==> config.mk <==
export PLATFORM = sky130hd
export DESIGN_NAME = sbgt_timer
export DESIGN_NICKNAME = d
export VERILOG_FILES = /design/src/core/sbgt_pkg.sv /design/src/core/sbgt_pin_edge.sv /design/src/core/sbgt_prescaler.sv /design/src/core/sbgt_timer.sv
export SDC_FILE = /design/constraint.sdc
export NUM_CORES = 1
export LEC_CHECK = 0
export BUFFER_PORTS_ARGS = -buffer_cell sky130_fd_sc_hd__clkbuf_2
export CAP_MARGIN = 30
export CORE_AREA = 2 2 100 102
export DETAILED_ROUTE_END_ITERATION = 6
export DIE_AREA = 0 0 102 104
export GPL_TIMING_DRIVEN = 0
export MAX_ROUTING_LAYER = met4
export PLACE_DENSITY = 0.64
export SYNTH_ARGS = -nofsm -noshare
export SYNTH_HDL_FRONTEND = slang
export SYNTH_HIERARCHICAL = 1
export SYNTH_SLANG_ARGS = --single-unit
==> constraint.sdc <==
create_clock -name clk_i -period 6.9 [get_ports clk_i]
set_input_delay 1.38 -clock clk_i [delete_from_list [all_inputs] [get_ports clk_i]]
set_output_delay 1.38 -clock clk_i [all_outputs]
set_load 0.02 [all_outputs]
==> src/core/sbgt_pkg.sv <==
// Package of constants shared by the gated timer block.
package sbgt_pkg;

  // ==========================================================
  // Register indices, byte address is four times the index.
  localparam logic [9:0] SBGT_IDX_COUNT = 10'h100;
  localparam logic [9:0] SBGT_IDX_PERIOD = 10'h102;
  localparam logic [9:0] SBGT_IDX_CTRL = 10'h104;
  localparam logic [9:0] SBGT_IDX_STATUS = 10'h106;
  localparam logic [9:0] SBGT_IDX_MASK = 10'h108;

  // ==========================================================
  // Control field positions.
  localparam int SBGT_CTL_EN = 15;
  localparam int SBGT_CTL_IDLE_STOP = 13;
  localparam int SBGT_CTL_GATE = 6;
  localparam int SBGT_CTL_PSEL_HI = 5;
  localparam int SBGT_CTL_PSEL_LO = 4;
  localparam int SBGT_CTL_SYNC = 2;
  localparam int SBGT_CTL_SRC = 1;
  localparam logic [15:0] SBGT_CTL_WMASK = 16'hA076;

  // ==========================================================
  // Status bits and reset values.
  localparam int SBGT_STS_MATCH = 0;
  localparam int SBGT_STS_GATE = 1;
  localparam logic [15:0] SBGT_RST_COUNT = 16'h0000;
  localparam logic [15:0] SBGT_RST_PERIOD = 16'hFFFF;
  localparam logic [15:0] SBGT_RST_CTRL = 16'h0000;
  localparam logic [1:0] SBGT_RST_STS = 2'h0;

  // ==========================================================
  // Prescaler terminal counts for divide by 1, 8, 64 and 256.
  localparam logic [7:0] SBGT_DIV1_LIM = 8'h00;
  localparam logic [7:0] SBGT_DIV8_LIM = 8'h07;
  localparam logic [7:0] SBGT_DIV64_LIM = 8'h3F;
  localparam logic [7:0] SBGT_DIV256_LIM = 8'hFF;

endpackage

==> src/core/sbgt_pin_edge.sv <==
// Pin conditioning: two-stage synchroniser and edge detectors.
module sbgt_pin_edge (
  input wire logic clk_i,
  input wire logic rst_i,
  input wire logic pin_i,
  output logic level_o,
  output logic rise_sync_o,
  output logic fall_sync_o,
  output logic rise_async_o
);

  logic sync1_ff;
  logic sync2_ff;
  logic sync3_ff;
  logic raw_ff;

  // ==========================================================
  // Synchronised path; the first stage feeds only the second.
  always_ff @(posedge clk_i) begin
    if (rst_i) begin
      sync1_ff <= 1'b0;
      sync2_ff <= 1'b0;
      sync3_ff <= 1'b0;
    end else begin
      sync1_ff <= pin_i;
      sync2_ff <= sync1_ff;
      sync3_ff <= sync2_ff;
    end
  end

  // ==========================================================
  // Unsynchronised path, two cycles sooner but with no settling.
  always_ff @(posedge clk_i) begin
    if (rst_i) begin
      raw_ff <= 1'b0;
    end else begin
      raw_ff <= pin_i;
    end
  end

  assign level_o = sync2_ff;
  assign rise_sync_o = sync2_ff & ~sync3_ff;
  assign fall_sync_o = ~sync2_ff & sync3_ff;
  assign rise_async_o = pin_i & ~raw_ff;

endmodule

==> src/core/sbgt_prescaler.sv <==
// Four-step prescaler dividing an input tick stream.
module sbgt_prescaler (
  input wire logic clk_i,
  input wire logic rst_i,
  input wire logic clr_i,
  input wire logic tick_i,
  input wire logic [1:0] psel_i,
  output logic tick_o
);
  import sbgt_pkg::*;

  logic [7:0] cnt_ff;
  logic [7:0] lim;

  always_comb begin
    case (psel_i)
      2'h0: lim = SBGT_DIV1_LIM;
      2'h1: lim = SBGT_DIV8_LIM;
      2'h2: lim = SBGT_DIV64_LIM;
      default: lim = SBGT_DIV256_LIM;
    endcase
  end

  assign tick_o = tick_i & (cnt_ff >= lim);

  // ==========================================================
  // Counter; a clear beats an arriving tick.
  always_ff @(posedge clk_i) begin
    if (rst_i || clr_i) begin
      cnt_ff <= 8'h00;
    end else if (tick_o) begin
      cnt_ff <= 8'h00;
    end else if (tick_i) begin
      cnt_ff <= cnt_ff + 8'h01;
    end
  end

  property p_pre_clear;
    @(posedge clk_i) disable iff (rst_i) clr_i |=> cnt_ff == 8'h00;
  endproperty
  a_pre_clear: assert property (p_pre_clear) else $error("prescaler not cleared");

  property p_pre_div8;
    @(posedge clk_i) disable iff (rst_i)
      (psel_i == 2'h1) && tick_i && !clr_i && (cnt_ff == 8'h06) |=> tick_i |-> tick_o;
  endproperty
  a_pre_div8: assert property (p_pre_div8) else $error("divide by 8 missed");

endmodule

==> src/core/sbgt_timer.sv <==
// Top of the sixteen bit gated timer with its Wishbone register slave.
module sbgt_timer (
  input wire logic clk_i,
  input wire logic rst_i,
  input wire logic wb_cyc_i,
  input wire logic wb_stb_i,
  input wire logic wb_we_i,
  input wire logic [11:0] wb_adr_i,
  input wire logic [3:0] wb_sel_i,
  input wire logic [31:0] wb_dat_i,
  output logic [31:0] wb_dat_o,
  output logic wb_ack_o,
  input wire logic external_clock_gate_pin_i,
  input wire logic cpu_idle_i,
  input wire logic cpu_sleep_i,
  output logic irq_o
);
  import sbgt_pkg::*;

  // ==========================================================
  // State.
  logic [15:0] count_register_ff;
  logic [15:0] period_value_ff;
  logic [15:0] timer_control_ff;
  logic [1:0] sts_ff;
  logic [1:0] mask_ff;
  logic ack_ff;
  logic [31:0] rdata_ff;

  // ==========================================================
  // Decoded control fields.
  logic count_enable;
  logic idle_stop;
  logic gate_accumulate_enable;
  logic [1:0] prescale_select;
  logic external_sync_select;
  logic clock_source_select;

  assign count_enable = timer_control_ff[SBGT_CTL_EN];
  assign idle_stop = timer_control_ff[SBGT_CTL_IDLE_STOP];
  assign gate_accumulate_enable = timer_control_ff[SBGT_CTL_GATE];
  assign prescale_select = timer_control_ff[SBGT_CTL_PSEL_HI:SBGT_CTL_PSEL_LO];
  assign external_sync_select = timer_control_ff[SBGT_CTL_SYNC];
  assign clock_source_select = timer_control_ff[SBGT_CTL_SRC];

  // ==========================================================
  // Bus decode.
  logic req;
  logic wr_acc;
  logic [9:0] idx;
  logic hit_count;
  logic hit_period;
  logic hit_ctrl;
  logic hit_sts;
  logic hit_mask;
  logic wr_count;
  logic wr_period;
  logic wr_ctrl;
  logic wr_sts;
  logic wr_mask;

  assign req = wb_cyc_i & wb_stb_i;
  assign wr_acc = req & wb_we_i & ack_ff;
  assign idx = wb_adr_i[11:2];
  assign hit_count = idx == SBGT_IDX_COUNT;
  assign hit_period = idx == SBGT_IDX_PERIOD;
  assign hit_ctrl = idx == SBGT_IDX_CTRL;
  assign hit_sts = idx == SBGT_IDX_STATUS;
  assign hit_mask = idx == SBGT_IDX_MASK;
  assign wr_count = wr_acc & hit_count;
  assign wr_period = wr_acc & hit_period;
  assign wr_ctrl = wr_acc & hit_ctrl;
  assign wr_sts = wr_acc & hit_sts;
  assign wr_mask = wr_acc & hit_mask;

  function automatic logic [15:0] merge(input logic [15:0] old, input logic [31:0] dat,
                                        input logic [3:0] sel);
    logic [15:0] res;
    res = old;
    if (sel[0]) begin
      res[7:0] = dat[7:0];
    end
    if (sel[1]) begin
      res[15:8] = dat[15:8];
    end
    return res;
  endfunction

  logic [15:0] nxt_ctrl;
  assign nxt_ctrl = merge(timer_control_ff, wb_dat_i, wb_sel_i) & SBGT_CTL_WMASK;

  // ==========================================================
  // Ack rises one cycle after the request and falls the next.
  always_ff @(posedge clk_i) begin
    if (rst_i) begin
      ack_ff <= 1'b0;
    end else begin
      ack_ff <= req & ~ack_ff;
    end
  end

  assign wb_ack_o = ack_ff;

  // ==========================================================
  // Read data, captured while the ack is being raised.
  logic [31:0] nxt_rdata;

  always_comb begin
    nxt_rdata = 32'h0000_0000;
    if (hit_count) begin
      nxt_rdata[15:0] = count_register_ff;
    end else if (hit_period) begin
      nxt_rdata[15:0] = period_value_ff;
    end else if (hit_ctrl) begin
      nxt_rdata[15:0] = timer_control_ff;
    end else if (hit_sts) begin
      nxt_rdata[1:0] = sts_ff;
    end else if (hit_mask) begin
      nxt_rdata[1:0] = mask_ff;
    end
  end

  always_ff @(posedge clk_i) begin
    if (rst_i) begin
      rdata_ff <= 32'h0000_0000;
    end else if (req && !ack_ff && !wb_we_i) begin
      rdata_ff <= nxt_rdata;
    end
  end

  assign wb_dat_o = rdata_ff;

  // ==========================================================
  // Control and period registers.
  always_ff @(posedge clk_i) begin
    if (rst_i) begin
      timer_control_ff <= SBGT_RST_CTRL;
    end else if (wr_ctrl) begin
      timer_control_ff <= nxt_ctrl;
    end
  end

  always_ff @(posedge clk_i) begin
    if (rst_i) begin
      period_value_ff <= SBGT_RST_PERIOD;
    end else if (wr_period) begin
      period_value_ff <= merge(period_value_ff, wb_dat_i, wb_sel_i);
    end
  end

  // ==========================================================
  // Pin conditioning.
  logic gate_level;
  logic rise_sync;
  logic gate_fall;
  logic rise_async;

  sbgt_pin_edge u_pin (
    .clk_i(clk_i),
    .rst_i(rst_i),
    .pin_i(external_clock_gate_pin_i),
    .level_o(gate_level),
    .rise_sync_o(rise_sync),
    .fall_sync_o(gate_fall),
    .rise_async_o(rise_async)
  );

  // ==========================================================
  // Tick selection and run qualification.
  logic async_mode;
  logic gated_mode;
  logic run;
  logic src_tick;
  logic pre_in;
  logic pre_clr;
  logic tick;

  assign async_mode = clock_source_select & ~external_sync_select;
  assign gated_mode = count_enable & gate_accumulate_enable & ~clock_source_select;
  // Only the asynchronous external counter keeps running through sleep.
  assign run = count_enable & ~(cpu_idle_i & idle_stop)
             & ~(cpu_sleep_i & ~async_mode);

  always_comb begin
    if (clock_source_select) begin
      src_tick = external_sync_select ? rise_sync : rise_async;
    end else if (gate_accumulate_enable) begin
      src_tick = gate_level;
    end else begin
      src_tick = 1'b1;
    end
  end

  assign pre_in = run & src_tick;
  assign pre_clr = wr_count | (wr_ctrl & ~nxt_ctrl[SBGT_CTL_EN]);

  sbgt_prescaler u_pre (
    .clk_i(clk_i),
    .rst_i(rst_i),
    .clr_i(pre_clr),
    .tick_i(pre_in),
    .psel_i(prescale_select),
    .tick_o(tick)
  );

  // ==========================================================
  // Count register; a software write outranks a tick.
  logic match;
  assign match = tick & (count_register_ff == period_value_ff);

  always_ff @(posedge clk_i) begin
    if (rst_i) begin
      count_register_ff <= SBGT_RST_COUNT;
    end else if (wr_count) begin
      count_register_ff <= merge(count_register_ff, wb_dat_i, wb_sel_i);
    end else if (match) begin
      count_register_ff <= 16'h0000;
    end else if (tick) begin
      count_register_ff <= count_register_ff + 16'h0001;
    end
  end

  // ==========================================================
  // Sticky status, write one to clear; a new event beats the clear.
  logic [1:0] set_sts;
  logic [1:0] clr_sts;

  assign set_sts = {gated_mode & gate_fall, match};
  assign clr_sts = wr_sts && wb_sel_i[0] ? wb_dat_i[1:0] : 2'h0;

  always_ff @(posedge clk_i) begin
    if (rst_i) begin
      sts_ff <= SBGT_RST_STS;
    end else begin
      sts_ff <= (sts_ff & ~clr_sts) | set_sts;
    end
  end

  always_ff @(posedge clk_i) begin
    if (rst_i) begin
      mask_ff <= SBGT_RST_STS;
    end else if (wr_mask && wb_sel_i[0]) begin
      mask_ff <= wb_dat_i[1:0];
    end
  end

  assign irq_o = |(sts_ff & mask_ff);

  // ==========================================================
  // Assertions.
  property p_wrap;
    @(posedge clk_i) disable iff (rst_i) match && !wr_count |=> count_register_ff == 16'h0000;
  endproperty
  a_wrap: assert property (p_wrap) else $error("no wrap at period");

  property p_inc;
    @(posedge clk_i) disable iff (rst_i)
      count_enable && !clock_source_select && !gate_accumulate_enable && !cpu_idle_i
      && !cpu_sleep_i && prescale_select == 2'h0 && !wr_count && !wr_ctrl
      && count_register_ff != period_value_ff
      |=> count_register_ff == $past(count_register_ff) + 16'h0001;
  endproperty
  a_inc: assert property (p_inc) else $error("count missed a cycle");

  property p_idle;
    @(posedge clk_i) disable iff (rst_i)
      cpu_idle_i && idle_stop && !wr_count |=> $stable(count_register_ff);
  endproperty
  a_idle: assert property (p_idle) else $error("count moved in idle");

  property p_resume;
    @(posedge clk_i) disable iff (rst_i)
      $fell(cpu_idle_i) && count_enable && !clock_source_select && !gate_accumulate_enable
      && !cpu_sleep_i && prescale_select == 2'h0 && !wr_count
      |-> tick;
  endproperty
  a_resume: assert property (p_resume) else $error("no resume after idle");

  property p_sync_edge;
    @(posedge clk_i) disable iff (rst_i)
      run && clock_source_select && external_sync_select && prescale_select == 2'h0
      && rise_sync |-> tick;
  endproperty
  a_sync_edge: assert property (p_sync_edge) else $error("sync edge not counted");

  property p_gate;
    @(posedge clk_i) disable iff (rst_i) gated_mode && !gate_level |-> !pre_in;
  endproperty
  a_gate: assert property (p_gate) else $error("counted with gate low");

  property p_off;
    @(posedge clk_i) disable iff (rst_i) !count_enable && !wr_count |=> $stable(count_register_ff);
  endproperty
  a_off: assert property (p_off) else $error("count moved while off");

  property p_halt;
    @(posedge clk_i) disable iff (rst_i) !count_enable |-> !pre_in;
  endproperty
  a_halt: assert property (p_halt) else $error("prescaler fed while off");

  property p_ctrl_keep;
    @(posedge clk_i) disable iff (rst_i)
      wr_ctrl && !tick |=> $stable(count_register_ff);
  endproperty
  a_ctrl_keep: assert property (p_ctrl_keep) else $error("control write moved count");

  property p_sleep;
    @(posedge clk_i) disable iff (rst_i)
      cpu_sleep_i && !async_mode && !wr_count |=> $stable(count_register_ff);
  endproperty
  a_sleep: assert property (p_sleep) else $error("count moved in sleep");

  property p_flag_hold;
    @(posedge clk_i) disable iff (rst_i)
      match ##1 !(wr_sts && wb_sel_i[0] && wb_dat_i[0]) [*2] |-> sts_ff[SBGT_STS_MATCH];
  endproperty
  a_flag_hold: assert property (p_flag_hold) else $error("match flag lost");

  property p_gate_fall;
    @(posedge clk_i) disable iff (rst_i) gated_mode && gate_fall |=> sts_ff[SBGT_STS_GATE];
  endproperty
  a_gate_fall: assert property (p_gate_fall) else $error("gate fall not flagged");

  property p_ack_pulse;
    @(posedge clk_i) disable iff (rst_i) wb_ack_o |=> !wb_ack_o;
  endproperty
  a_ack_pulse: assert property (p_ack_pulse) else $error("ack held two cycles");

  c_wrap: cover property (@(posedge clk_i) disable iff (rst_i) match);
  c_gate: cover property (@(posedge clk_i) disable iff (rst_i) gated_mode && gate_fall);
  c_irq: cover property (@(posedge clk_i) disable iff (rst_i) $rose(irq_o));
  c_async: cover property (@(posedge clk_i) disable iff (rst_i) async_mode && tick);

endmodule

==> run_results.csv, run 1 <==
group,metric,value,unit
global_route,gr-total-overflow,0,
cells_and_area,final_nets,649,
clock_tree,postCtsResizedCells,0,
sta,worst_slew_pin_slew,0.998,ns
job,maxCapViolCount,0,
yosys,yosysWarnings,6,
clock_tree,ctsRootBufferMaster,"clkbuf_8",
cells_and_area,mostFrequentLayoutCells,"dfxtp_1 (71), nand2_1 (70), clkbuf_2 (53)",
clock_tree,htreeDepth,3,
worst_setup_path,reg2reg_depth,11,
clock_tree,clock_sinks,71,
floorplanning,die_h,104,µm
route,wirelength,12.2,mm
yosys,ys_async_sr_fraction,0,%
hold_path,hp-class,"flop to flop",
sta,layout_min_cycle_time,3.72,ns
clock_tree,cts.hold.buffers_added,0,
clock_tree,post_cts.repair.setup_buffers,0,
global_route,grt_pass1_vias,3798,
placement,place.gp.congestion,0.949,
power_and_ir_drop,irDropWorstVdd,0.111,mV
power_and_ir_drop,powerDensity,189,nW/µm²
sta,period_share,53.9,%
sta,finalHoldViolCount,0,
route,drcViolationCount,0,
placement,placedInstanceArea,4690,µm²
yosys,syn_area_per_cell,8.33,µm²
route,first_iter_violations,276,
floorplanning,fp.dieW,102,µm
cells_and_area,drive_gt1_share,21.4,%
sta,whs,0.456,ns
floorplanning,die_area,10600,µm²
clock_tree,clk_pin_slew,0.08,ns
power_and_ir_drop,p_sw,0.000213,W
power_and_ir_drop,pwr-share-clk,48.8,%
yosys,ys_ff_latch,71,
global_route,grt_start_max_net_pins,13,
placement,dpl.hpwl,9.33,mm
hold_path,whs_path_depth,2,
worst_setup_path,crit_path_end_kind,"flop",
cells_and_area,antenna_cells,0,
global_route,grt_usage,24.2,%
worst_setup_path,crit_fanout,10,
floorplanning,pin_count,90,
route,avgViaCountPerCell,5.52,
worst_setup_path,critPathKind,"input port to flop",
sta,fmax,0.269,GHz
sta,rsz0062_at_grt,"no",
yosys,synth_area,4200,µm²
worst_setup_path,arrival,3.99,ns
worst_setup_path,cp.required,7.17,ns
cells_and_area,synthToLayoutAreaGrowth,18.1,%
clock_tree,numCtsBuffers,9,
run_status,status,"finished, final reports clean",
yosys,yosysSeqAreaShare,33.8,%
cells_and_area,finish.instance_area,4960,µm²
global_route,antenna_found_initial,0,
yosys,synth_edf_count,0,
cells_and_area,layout_commonest_cell,"dfxtp_1",
sta,slew-limit-headroom,33.0,%
floorplanning,start_util,44.0,%
power_and_ir_drop,p_leak,1.93,nW
cells_and_area,fillers,965,
yosys,synthFlopType,"dfxtp_1",
route,drt_pass1_iterations,5,
placement,io_buffers,53,
power_and_ir_drop,comb_power_share,7.3,%
sta,finalSetupTns,0,ns
sta,setup_viol,0,
route,detail_route.wl_per_cell,16.9,µm
power_and_ir_drop,switching_share,22.8,%
route,final_antenna_net_count,0,
clock_tree,cts_tree,"yes",
power_and_ir_drop,p_seq_share,43.9,%
sta,maxSlewViolCount,0,
floorplanning,coreArea,9550,µm²
floorplanning,row_count,36,
sta,final.setup_skew,0.0109,ns
yosys,synth.distinct_cells,70,
global_route,grt_pass1_wl,19.6,mm
yosys,syn_inst,504,
clock_tree,clock_latency,0.36,ns
route,vias,3983,
clock_tree,clock_path_buffers,2,
worst_setup_path,critPathLaunchType,"input port",
power_and_ir_drop,intPower,0.000723,W
[registers in the layout, indices dropped and copies added, names as in the netlist]
register / cells
count_register_ff: 16
period_value_ff: 16
wb_dat_o: 16
u_pre/cnt_ff: 8
timer_control_ff: 7
mask_ff: 2
sts_ff: 2
u_pin/level_o: 1
u_pin/raw_ff: 1
u_pin/sync3_ff: 1
wb_ack_o: 1
[power groups by stage]
stage / combinational, W / clock (W) / sequential (W)
final: 0.0000683 / 0.000456 / 0.000411
after global routing: 0.0000732 / 0.000478 / 0.000412
after CTS: 0.0000673 / 0.000460 / 0.000411
after detailed placement: 0.0000669 / 0 / 0.000421
after global placement: 0.0000664 / 0 / 0.000421
after floorplan: 0.0000389 / 0 / 0.000422
[final cells by class]
type / count / area [µm²] / area share [%]
Tap cell: 133 / 166 / 3.36
Sequential cell: 71 / 1420 / 28.7
Inverter: 8 / 30.0 / 0.606
Clock buffer: 11 / 141 / 2.85
Clock inverter: 5 / 129 / 2.60
Buffer: 47 / 267 / 5.37
Multi-Input combinational cell: 393 / 2540 / 51.2
Timing Repair Buffer: 53 / 265 / 5.35
[worst max-delay path, stage by stage]
cell      delay (ns)
clkbuf_2        0.09
and2b_2         0.18
mux2i_1         0.15
a21oi_1         0.10
buf_2           0.19
o2111a_1        0.13
a22o_1          0.23
buf_6           0.15
clkbuf_1        0.21
nand4b_1        0.22
clkbuf_1        0.50
nand3_1         0.16
a311oi_1        0.29
[kinds of logic (layout without fill, tap and decap cells)]
logic type | Yosys count | after routing | synth area share, %
adder cells (fa/ha/maj) | 10 | 10 | 2.98
flip-flops | 71 | 71 | 33.8
AO/OA/AOI/OAI | 97 | 97 | 15.3
XOR/XNOR | 23 | 23 | 4.80
other | 1 | 16 | 0.0893
multiplexers | 36 | 36 | 8.82
AND/OR/NAND/NOR | 211 | 211 | 27.1
buffers and inverters | 55 | 124 | 7.06
[per-layer routing]
metal / vias to the layer above / GRT usage (%) / wire [µm]
li1: 1955 / - / -
met2: 149 / 38.5 / 5800
met3: 21 / 3.90 / 780
met5: - / - / 0
met1: 1858 / 31.6 / 5320
met4: 0 / 7.33 / 256
[synthesized netlist by cell type (3+ instances only)]
master | count | share of area (%)
buf_4 | 20 | 3.6
nor3_1 | 12 | 1.4
nor2b_1 | 8 | 1.2
nand3_1 | 32 | 3.8
mux2_2 | 8 | 2.1
buf_1 | 3 | 0.27
o32ai_1 | 3 | 0.63
buf_2 | 6 | 0.71
a211oi_1 | 3 | 0.54
nor2_1 | 31 | 2.8
ha_1 | 10 | 3.0
xnor2_1 | 16 | 3.3
o21ai_0 | 21 | 2.5
a22oi_1 | 9 | 1.6
xor2_1 | 7 | 1.5
and2_1 | 3 | 0.45
mux2i_1 | 28 | 6.7
clkbuf_1 | 17 | 1.5
a31oi_1 | 5 | 0.74
dfxtp_1 | 71 | 34
nand2_1 | 70 | 6.3
and3_1 | 4 | 0.60
nand4_1 | 13 | 1.9
inv_1 | 8 | 0.71
a21oi_1 | 28 | 3.3
nor4_2 | 7 | 2.1
nor4_1 | 3 | 0.45
o211ai_1 | 3 | 0.54
or3_1 | 3 | 0.45
[path summary, 6_finish.rpt]
check,start,endpoint,slack [ns]
setup / recovery,external_clock_gate_pin_i,count_register_ff[8],3.18
hold / removal,wb_dat_o[13],wb_dat_o[13],0.46
setup reg to reg,timer_control_ff[5],count_register_ff[8],3.77
hold reg to reg,wb_dat_o[13],wb_dat_o[13],0.46
[per-stage QoR]
stage | worst slack (ns) | total power [W] | cells | util (%)
3_3_place_gp | 2.93 | 0.000487 | 705 | 49.1
6_report | 3.18 | 0.000936 | 721 | 51.9
2_1_floorplan | 3.52 | 0.000460 | 519 | -
3_5_place_dp | 2.87 | 0.000488 | 705 | 49.1
4_1_cts | 3.25 | 0.000939 | 721 | 51.9
5_1_grt | 3.09 | 0.000963 | 721 | 51.9
(Power assumes the default switching activity.)
==> inputs of run 2 (changes only) <==
--- a/config.mk
+++ b/config.mk
@@ -5,14 +5,15 @@
 export SDC_FILE = /design/constraint.sdc
 export NUM_CORES = 1
 export LEC_CHECK = 0
+export ABC_AREA = 1
 export BUFFER_PORTS_ARGS = -buffer_cell sky130_fd_sc_hd__clkbuf_2
 export CAP_MARGIN = 30
-export CORE_AREA = 2 2 100 102
+export CORE_AREA = 2 2 102 104
 export DETAILED_ROUTE_END_ITERATION = 6
-export DIE_AREA = 0 0 102 104
+export DIE_AREA = 0 0 104 106
 export GPL_TIMING_DRIVEN = 0
 export MAX_ROUTING_LAYER = met4
-export PLACE_DENSITY = 0.64
+export PLACE_DENSITY = 0.66
 export SYNTH_ARGS = -nofsm -noshare
 export SYNTH_HDL_FRONTEND = slang
 export SYNTH_HIERARCHICAL = 1
==> constraint.sdc (replaced) <==
create_clock -name clk_i -period 3.4 [get_ports clk_i]
set_input_delay 0.68 -clock clk_i [delete_from_list [all_inputs] [get_ports clk_i]]
set_output_delay 0.68 -clock clk_i [all_outputs]
set_load 0.02 [all_outputs]
==> run_results.csv, run 2 <==
group,metric,value,unit
sta,worst_slew_pin_slew,0.707,ns
yosys,synth_area,4370,µm²
power_and_ir_drop,p_leak,2.57,nW
yosys,yosysWarnings,6,
worst_setup_path,crit_fanout,10,
cells_and_area,antenna_cells,0,
route,drt_pass1_iterations,7,
sta,setup_viol,0,
hold_path,whs_path_depth,2,
sta,whs,0.433,ns
yosys,syn_inst,669,
placement,place.gp.congestion,0.976,
hold_path,hp-class,"flop to flop",
worst_setup_path,cp.required,3.66,ns
yosys,ys_ff_latch,71,
clock_tree,clock_path_buffers,2,
yosys,yosysSeqAreaShare,32.5,%
sta,period_share,77.1,%
clock_tree,clock_sinks,71,
yosys,syn_area_per_cell,6.53,µm²
floorplanning,fp.dieW,104,µm
clock_tree,post_cts.repair.setup_buffers,0,
route,avgViaCountPerCell,5.02,
floorplanning,die_area,11000,µm²
clock_tree,clock_latency,0.38,ns
cells_and_area,finish.instance_area,5070,µm²
yosys,netlist.area_leader.share,32.5,%
power_and_ir_drop,finalPower,0.00174,W
route,wirelength,12.5,mm
yosys,synth.largest_area_cell,"dfxtp_1",
sta,slew-limit-headroom,52.9,%
worst_setup_path,arrival,2.89,ns
power_and_ir_drop,irDropWorstVdd,0.227,mV
clock_tree,clk_pin_slew,0.08,ns
sta,fmax,0.381,GHz
placement,dpl.hpwl,9.34,mm
floorplanning,coreArea,10000,µm²
clock_tree,cts_tree,"yes",
clock_tree,numCtsBuffers,9,
global_route,gr-total-overflow,0,
cells_and_area,mostFrequentLayoutCells,"nand2_1 (166), nor2_1 (94), inv_1 (88)",
sta,maxSlewViolCount,0,
placement,io_buffers,53,
sta,final.setup_skew,0.0108,ns
clock_tree,htreeDepth,3,
cells_and_area,final_nets,814,
cells_and_area,area.sequential,1420,µm²
global_route,grt_pass1_wl,20.6,mm
sta,finalHoldViolCount,0,
route,detail_route.wl_per_cell,14.0,µm
yosys,ys_async_sr_fraction,0,%
route,first_iter_violations,299,
route,drcViolationCount,0,
worst_setup_path,reg2reg_depth,16,
floorplanning,pin_count,90,
yosys,synth.distinct_cells,41,
floorplanning,row_count,37,
cells_and_area,multiInputGateArea,2440,µm²
yosys,yosysMostFrequentCell,"nand2_1",
power_and_ir_drop,powerDensity,343,nW/µm²
cells_and_area,synthToLayoutAreaGrowth,16.1,%
route,vias,4461,
clock_tree,cts.hold.buffers_added,0,
yosys,synthFlopType,"dfxtp_1",
yosys,synthTopCellsByCount,"nand2_1 (166), nor2_1 (94), inv_1 (88), dfxtp_1 (71)",
run_status,status,"finished, final reports clean",
placement,placedInstanceArea,4860,µm²
route,final_antenna_net_count,0,
sta,finalSetupTns,0,ns
worst_setup_path,crit_path_end_kind,"flop",
worst_setup_path,critPathLaunchType,"flop",
worst_setup_path,critPathKind,"flop to flop",
sta,rsz0062_at_grt,"no",
cells_and_area,drive_gt1_share,15.3,%
global_route,grt_pass1_vias,4251,
global_route,antenna_found_initial,0,
floorplanning,start_util,43.7,%
clock_tree,postCtsResizedCells,0,
global_route,grt_usage,24.2,%
global_route,grt_start_max_net_pins,13,
cells_and_area,layout_commonest_cell,"nand2_1",
clock_tree,ctsRootBufferMaster,"clkbuf_8",
sta,layout_min_cycle_time,2.62,ns
yosys,synthTopCellsByArea,"dfxtp_1 (33%), nand2_1 (14%), nor2_1 (8.1%), inv_1 (7.6%), nand3_1 (3.8%)",
floorplanning,die_h,106,µm
yosys,synth_edf_count,0,
cells_and_area,fillers,1028,
job,maxCapViolCount,0,
-- run 2: path summary, 6_finish.rpt --
check | startpoint | endpoint | slack (ns)
setup / recovery | timer_control_ff[5] | count_register_ff[12] | 0.78
hold / removal | u_pin/raw_ff | u_pin/level_o | 0.43
setup reg to reg | timer_control_ff[5] | count_register_ff[12] | 0.78
hold reg to reg | u_pin/raw_ff | u_pin/level_o | 0.43
-- run 2: cell families (layout without fill, tap and decap cells) --
family,count (synthesis),count (layout),share of synthesized area [%]
other,1,16,0.0859
flip-flops,71,71,32.5
multiplexers,1,1,0.229
XOR/XNOR,18,18,3.61
AO/OA/AOI/OAI,105,105,14.9
adder cells (fa/ha/maj),10,10,2.86
AND/OR/NAND/NOR,335,335,32.8
buffers and inverters,128,197,12.9
-- run 2: metal layers --
| layer | GRT usage [%] | wire (µm) | share of wire [%] |
|---|---|---|---|
| met3 | 4.35 | 659 | 5.3 |
| met2 | 39.8 | 5940 | 48 |
| met1 | 29.2 | 5590 | 45 |
| met4 | 10.5 | 277 | 2.2 |
| met5 | - | 0 | 0 |
-- run 2: metrics by stage --
stage	worst slack, ns	std cells	util [%]
2_1_floorplan	1.19	684	-
3_3_place_gp	0.754	873	48.6
3_5_place_dp	0.739	873	48.6
4_1_cts	0.858	889	50.7
5_1_grt	0.582	889	50.7
6_report	0.777	889	50.7
-- run 2: worst max-delay path: stages (launching register included) --
cell,delay (ns)
dfxtp_1,0.40
nand2_1,0.12
ha_1,0.32
nand2_1,0.07
nor2_1,0.16
nand4_1,0.10
nand3_1,0.11
nand2_1,0.10
inv_1,0.10
inv_1,0.07
a21oi_1,0.13
nand3_1,0.09
nor2_1,0.12
nand2_1,0.19
buf_2,0.26
nand4_1,0.11
a21oi_1,0.08
-- run 2: area by class of cell --
cell class / instances / area share, %
clock inverter: 7 / 1.73
timing repair buffer: 53 / 5.23
sequential: 71 / 28.0
clock buffer: 9 / 2.44
inverter: 93 / 6.91
multi-input combinational: 485 / 48.1
tap: 136 / 3.36
buffer: 35 / 4.24
-- run 2: power breakdown --
part	internal [W]	switching (W)	leakage [nW]	total [W]
clock network	0.000407	0.000347	0.109	0.000754
registers	0.000841	0.00000608	0.575	0.000847
logic	0.0000482	0.0000917	1.89	0.000140
==> inputs of run 3 (changes only) <==
--- a/config.mk
+++ b/config.mk
@@ -5,15 +5,15 @@
 export SDC_FILE = /design/constraint.sdc
 export NUM_CORES = 1
 export LEC_CHECK = 0
-export ABC_AREA = 1
+export ABC_AREA = 0
 export BUFFER_PORTS_ARGS = -buffer_cell sky130_fd_sc_hd__clkbuf_2
 export CAP_MARGIN = 30
-export CORE_AREA = 2 2 102 104
+export CORE_AREA = 2 2 100 102
 export DETAILED_ROUTE_END_ITERATION = 6
-export DIE_AREA = 0 0 104 106
+export DIE_AREA = 0 0 102 104
 export GPL_TIMING_DRIVEN = 0
 export MAX_ROUTING_LAYER = met4
-export PLACE_DENSITY = 0.66
+export PLACE_DENSITY = 0.64
 export SYNTH_ARGS = -nofsm -noshare
 export SYNTH_HDL_FRONTEND = slang
 export SYNTH_HIERARCHICAL = 1
==> constraint.sdc (replaced) <==
create_clock -name clk_i -period 2.62 [get_ports clk_i]
set_input_delay 0.524 -clock clk_i [delete_from_list [all_inputs] [get_ports clk_i]]
set_output_delay 0.524 -clock clk_i [all_outputs]
set_load 0.02 [all_outputs]
==> run_results.csv, run 3 (same netlist as run 1, synthesis figures left out) <==
group,metric,value,unit
cells_and_area,synthToLayoutAreaGrowth,20.2,%
job,maxCapViolCount,0,
route,final_antenna_net_count,0,
floorplanning,pin_count,90,
floorplanning,start_util,44.0,%
worst_setup_path,crit_fanout,15,
clock_tree,ctsRootBufferMaster,"clkbuf_8",
global_route,grt_usage,24.2,%
cells_and_area,final_nets,652,
placement,placedInstanceArea,4690,µm²
global_route,met2_usage,38.3,%
sta,setup_viol,0,
clock_tree,numCtsBuffers,9,
clock_tree,cts_tree,"yes",
sta,period_share,95.0,%
floorplanning,die_h,104,µm
run_status,status,"finished, final reports clean",
floorplanning,coreArea,9550,µm²
route,vias,4025,
clock_tree,clock_path_buffers,2,
cells_and_area,finish.instance_area,5050,µm²
global_route,grtUsageMet1,31.6,%
cells_and_area,drive_gt1_share,23.5,%
hold_path,hp-class,"input port to flop",
worst_setup_path,arrival,2.76,ns
global_route,grt.busiest_layer,"met2",
sta,maxSlewViolCount,0,
global_route,grt_start_max_net_pins,16,
global_route,gr-total-overflow,0,
clock_tree,cts.hold.buffers_added,0,
clock_tree,htreeDepth,3,
route,detail_route.wl_per_cell,17.0,µm
cells_and_area,fin_util,52.9,%
sta,finalSetupTns,0,ns
route,wirelength,12.3,mm
route,drcViolationCount,0,
worst_setup_path,crit_path_end_kind,"flop",
placement,place.gp.congestion,0.949,
floorplanning,die_area,10600,µm²
placement,dpl.hpwl,9.33,mm
global_route,antenna_found_initial,0,
cells_and_area,antenna_cells,0,
clock_tree,clock_latency,0.36,ns
power_and_ir_drop,powerDensity,489,nW/µm²
worst_setup_path,critPathKind,"flop to flop",
global_route,grt_pass1_wl,19.7,mm
power_and_ir_drop,irDropWorstVdd,0.295,mV
worst_setup_path,cp.required,2.89,ns
sta,slew-limit-headroom,33.5,%
cells_and_area,mostFrequentLayoutCells,"nand2_1 (68), dfxtp_1 (68), clkbuf_2 (53)",
route,first_iter_violations,302,
sta,whs,0.383,ns
floorplanning,row_count,36,
placement,io_buffers,53,
floorplanning,fp.dieW,102,µm
power_and_ir_drop,p_leak,1.96,nW
global_route,grt_pass1_vias,3801,
clock_tree,clock_sinks,71,
sta,final.setup_skew,0.0114,ns
sta,worst_slew_pin_slew,0.990,ns
route,drt_pass1_iterations,5,
route,avgViaCountPerCell,5.56,
clock_tree,clk_pin_slew,0.08,ns
sta,finalHoldViolCount,0,
sta,layout_min_cycle_time,2.49,ns
worst_setup_path,critPathLaunchType,"flop",
global_route,use_met3,3.97,%
sta,fmax,0.402,GHz
[run 3: changes by cell type in the layout (fill, tap and decap cells not counted), moves of 8 or more]
cell,before,now
a22oi_1,0,9
buf_4,17,25
inv_1,88,8
mux2_2,0,8
mux2i_1,1,28
nand2_1,166,68
nor2_1,94,31
nor2b_1,0,8
o211ai_1,21,3
o21ai_0,33,20
xnor2_1,4,16
[run 3: routing by layer]
metal / share of wire (%) / vias to the layer above
li1: - / 1957
met1: 44 / 1892
met2: 48 / 151
met3: 6.3 / 25
met4: 2.6 / 0
met5: 0 / -
[run 3: worst max-delay path, cell delays in order, from the launching register on]
cell and delay [ns]:
dfxtp_4 0.36, or2_2 0.31, ha_1 0.30, nor3b_2 0.16, o21ai_1 0.10, a22o_1 0.24
buf_12 0.16, nand4b_1 0.22, buf_6 0.17, nand3_1 0.08, a311oi_1 0.29
[run 3: path summary, 6_finish.rpt]
kind	startpoint	endpoint	slack [ns]	cells past startpoint
setup / recovery	timer_control_ff[5]	count_register_ff[8]	0.13	10
hold / removal	rst_i	u_pin/level_o	0.38	2
setup reg to reg	timer_control_ff[5]	count_register_ff[8]	0.13	10
hold reg to reg	wb_dat_o[13]	wb_dat_o[13]	0.46	2
[run 3: power by group]
| part | switching [W] | leakage, nW | internal, W |
|---|---|---|---|
| sequential | 0.00000218 | 0.575 | 0.00108 |
| clock | 0.000452 | 0.134 | 0.000757 |
| combinational | 0.000115 | 1.25 | 0.0000647 |
| total | 0.000569 | 1.96 | 0.00190 |
[run 3: area by class of cell]
| type | count | area [µm²] |
|---|---|---|
| multi-input cells | 393 | 2570 |
| repair buffers | 57 | 299 |
| inverters | 8 | 30.0 |
| clock inverters | 5 | 129 |
| fillers | 962 | 4500 |
| clock buffers | 11 | 141 |
| flip-flops and latches | 71 | 1430 |
| plain buffers | 46 | 284 |
| well taps | 133 | 166 |
[run 3: timing repair]
action                                  4_1_cts  5_1_grt
resized for setup                             4       18
pin swaps                                     0        1
buffers inserted                              0        3
gates cloned                                  0        1
endpoints found under the setup margin       17       13
[run 3: per-stage QoR]
step | std cells | setup WS, ns | total power [W]
after global placement | 705 | -0.495 | 0.00128
after global routing | 724 | -0.0122 | 0.00254
after detailed placement | 705 | -0.551 | 0.00129
final | 724 | 0.132 | 0.00247
after floorplan | 519 | 0.0700 | 0.00121
after CTS | 720 | 0.0252 | 0.00247
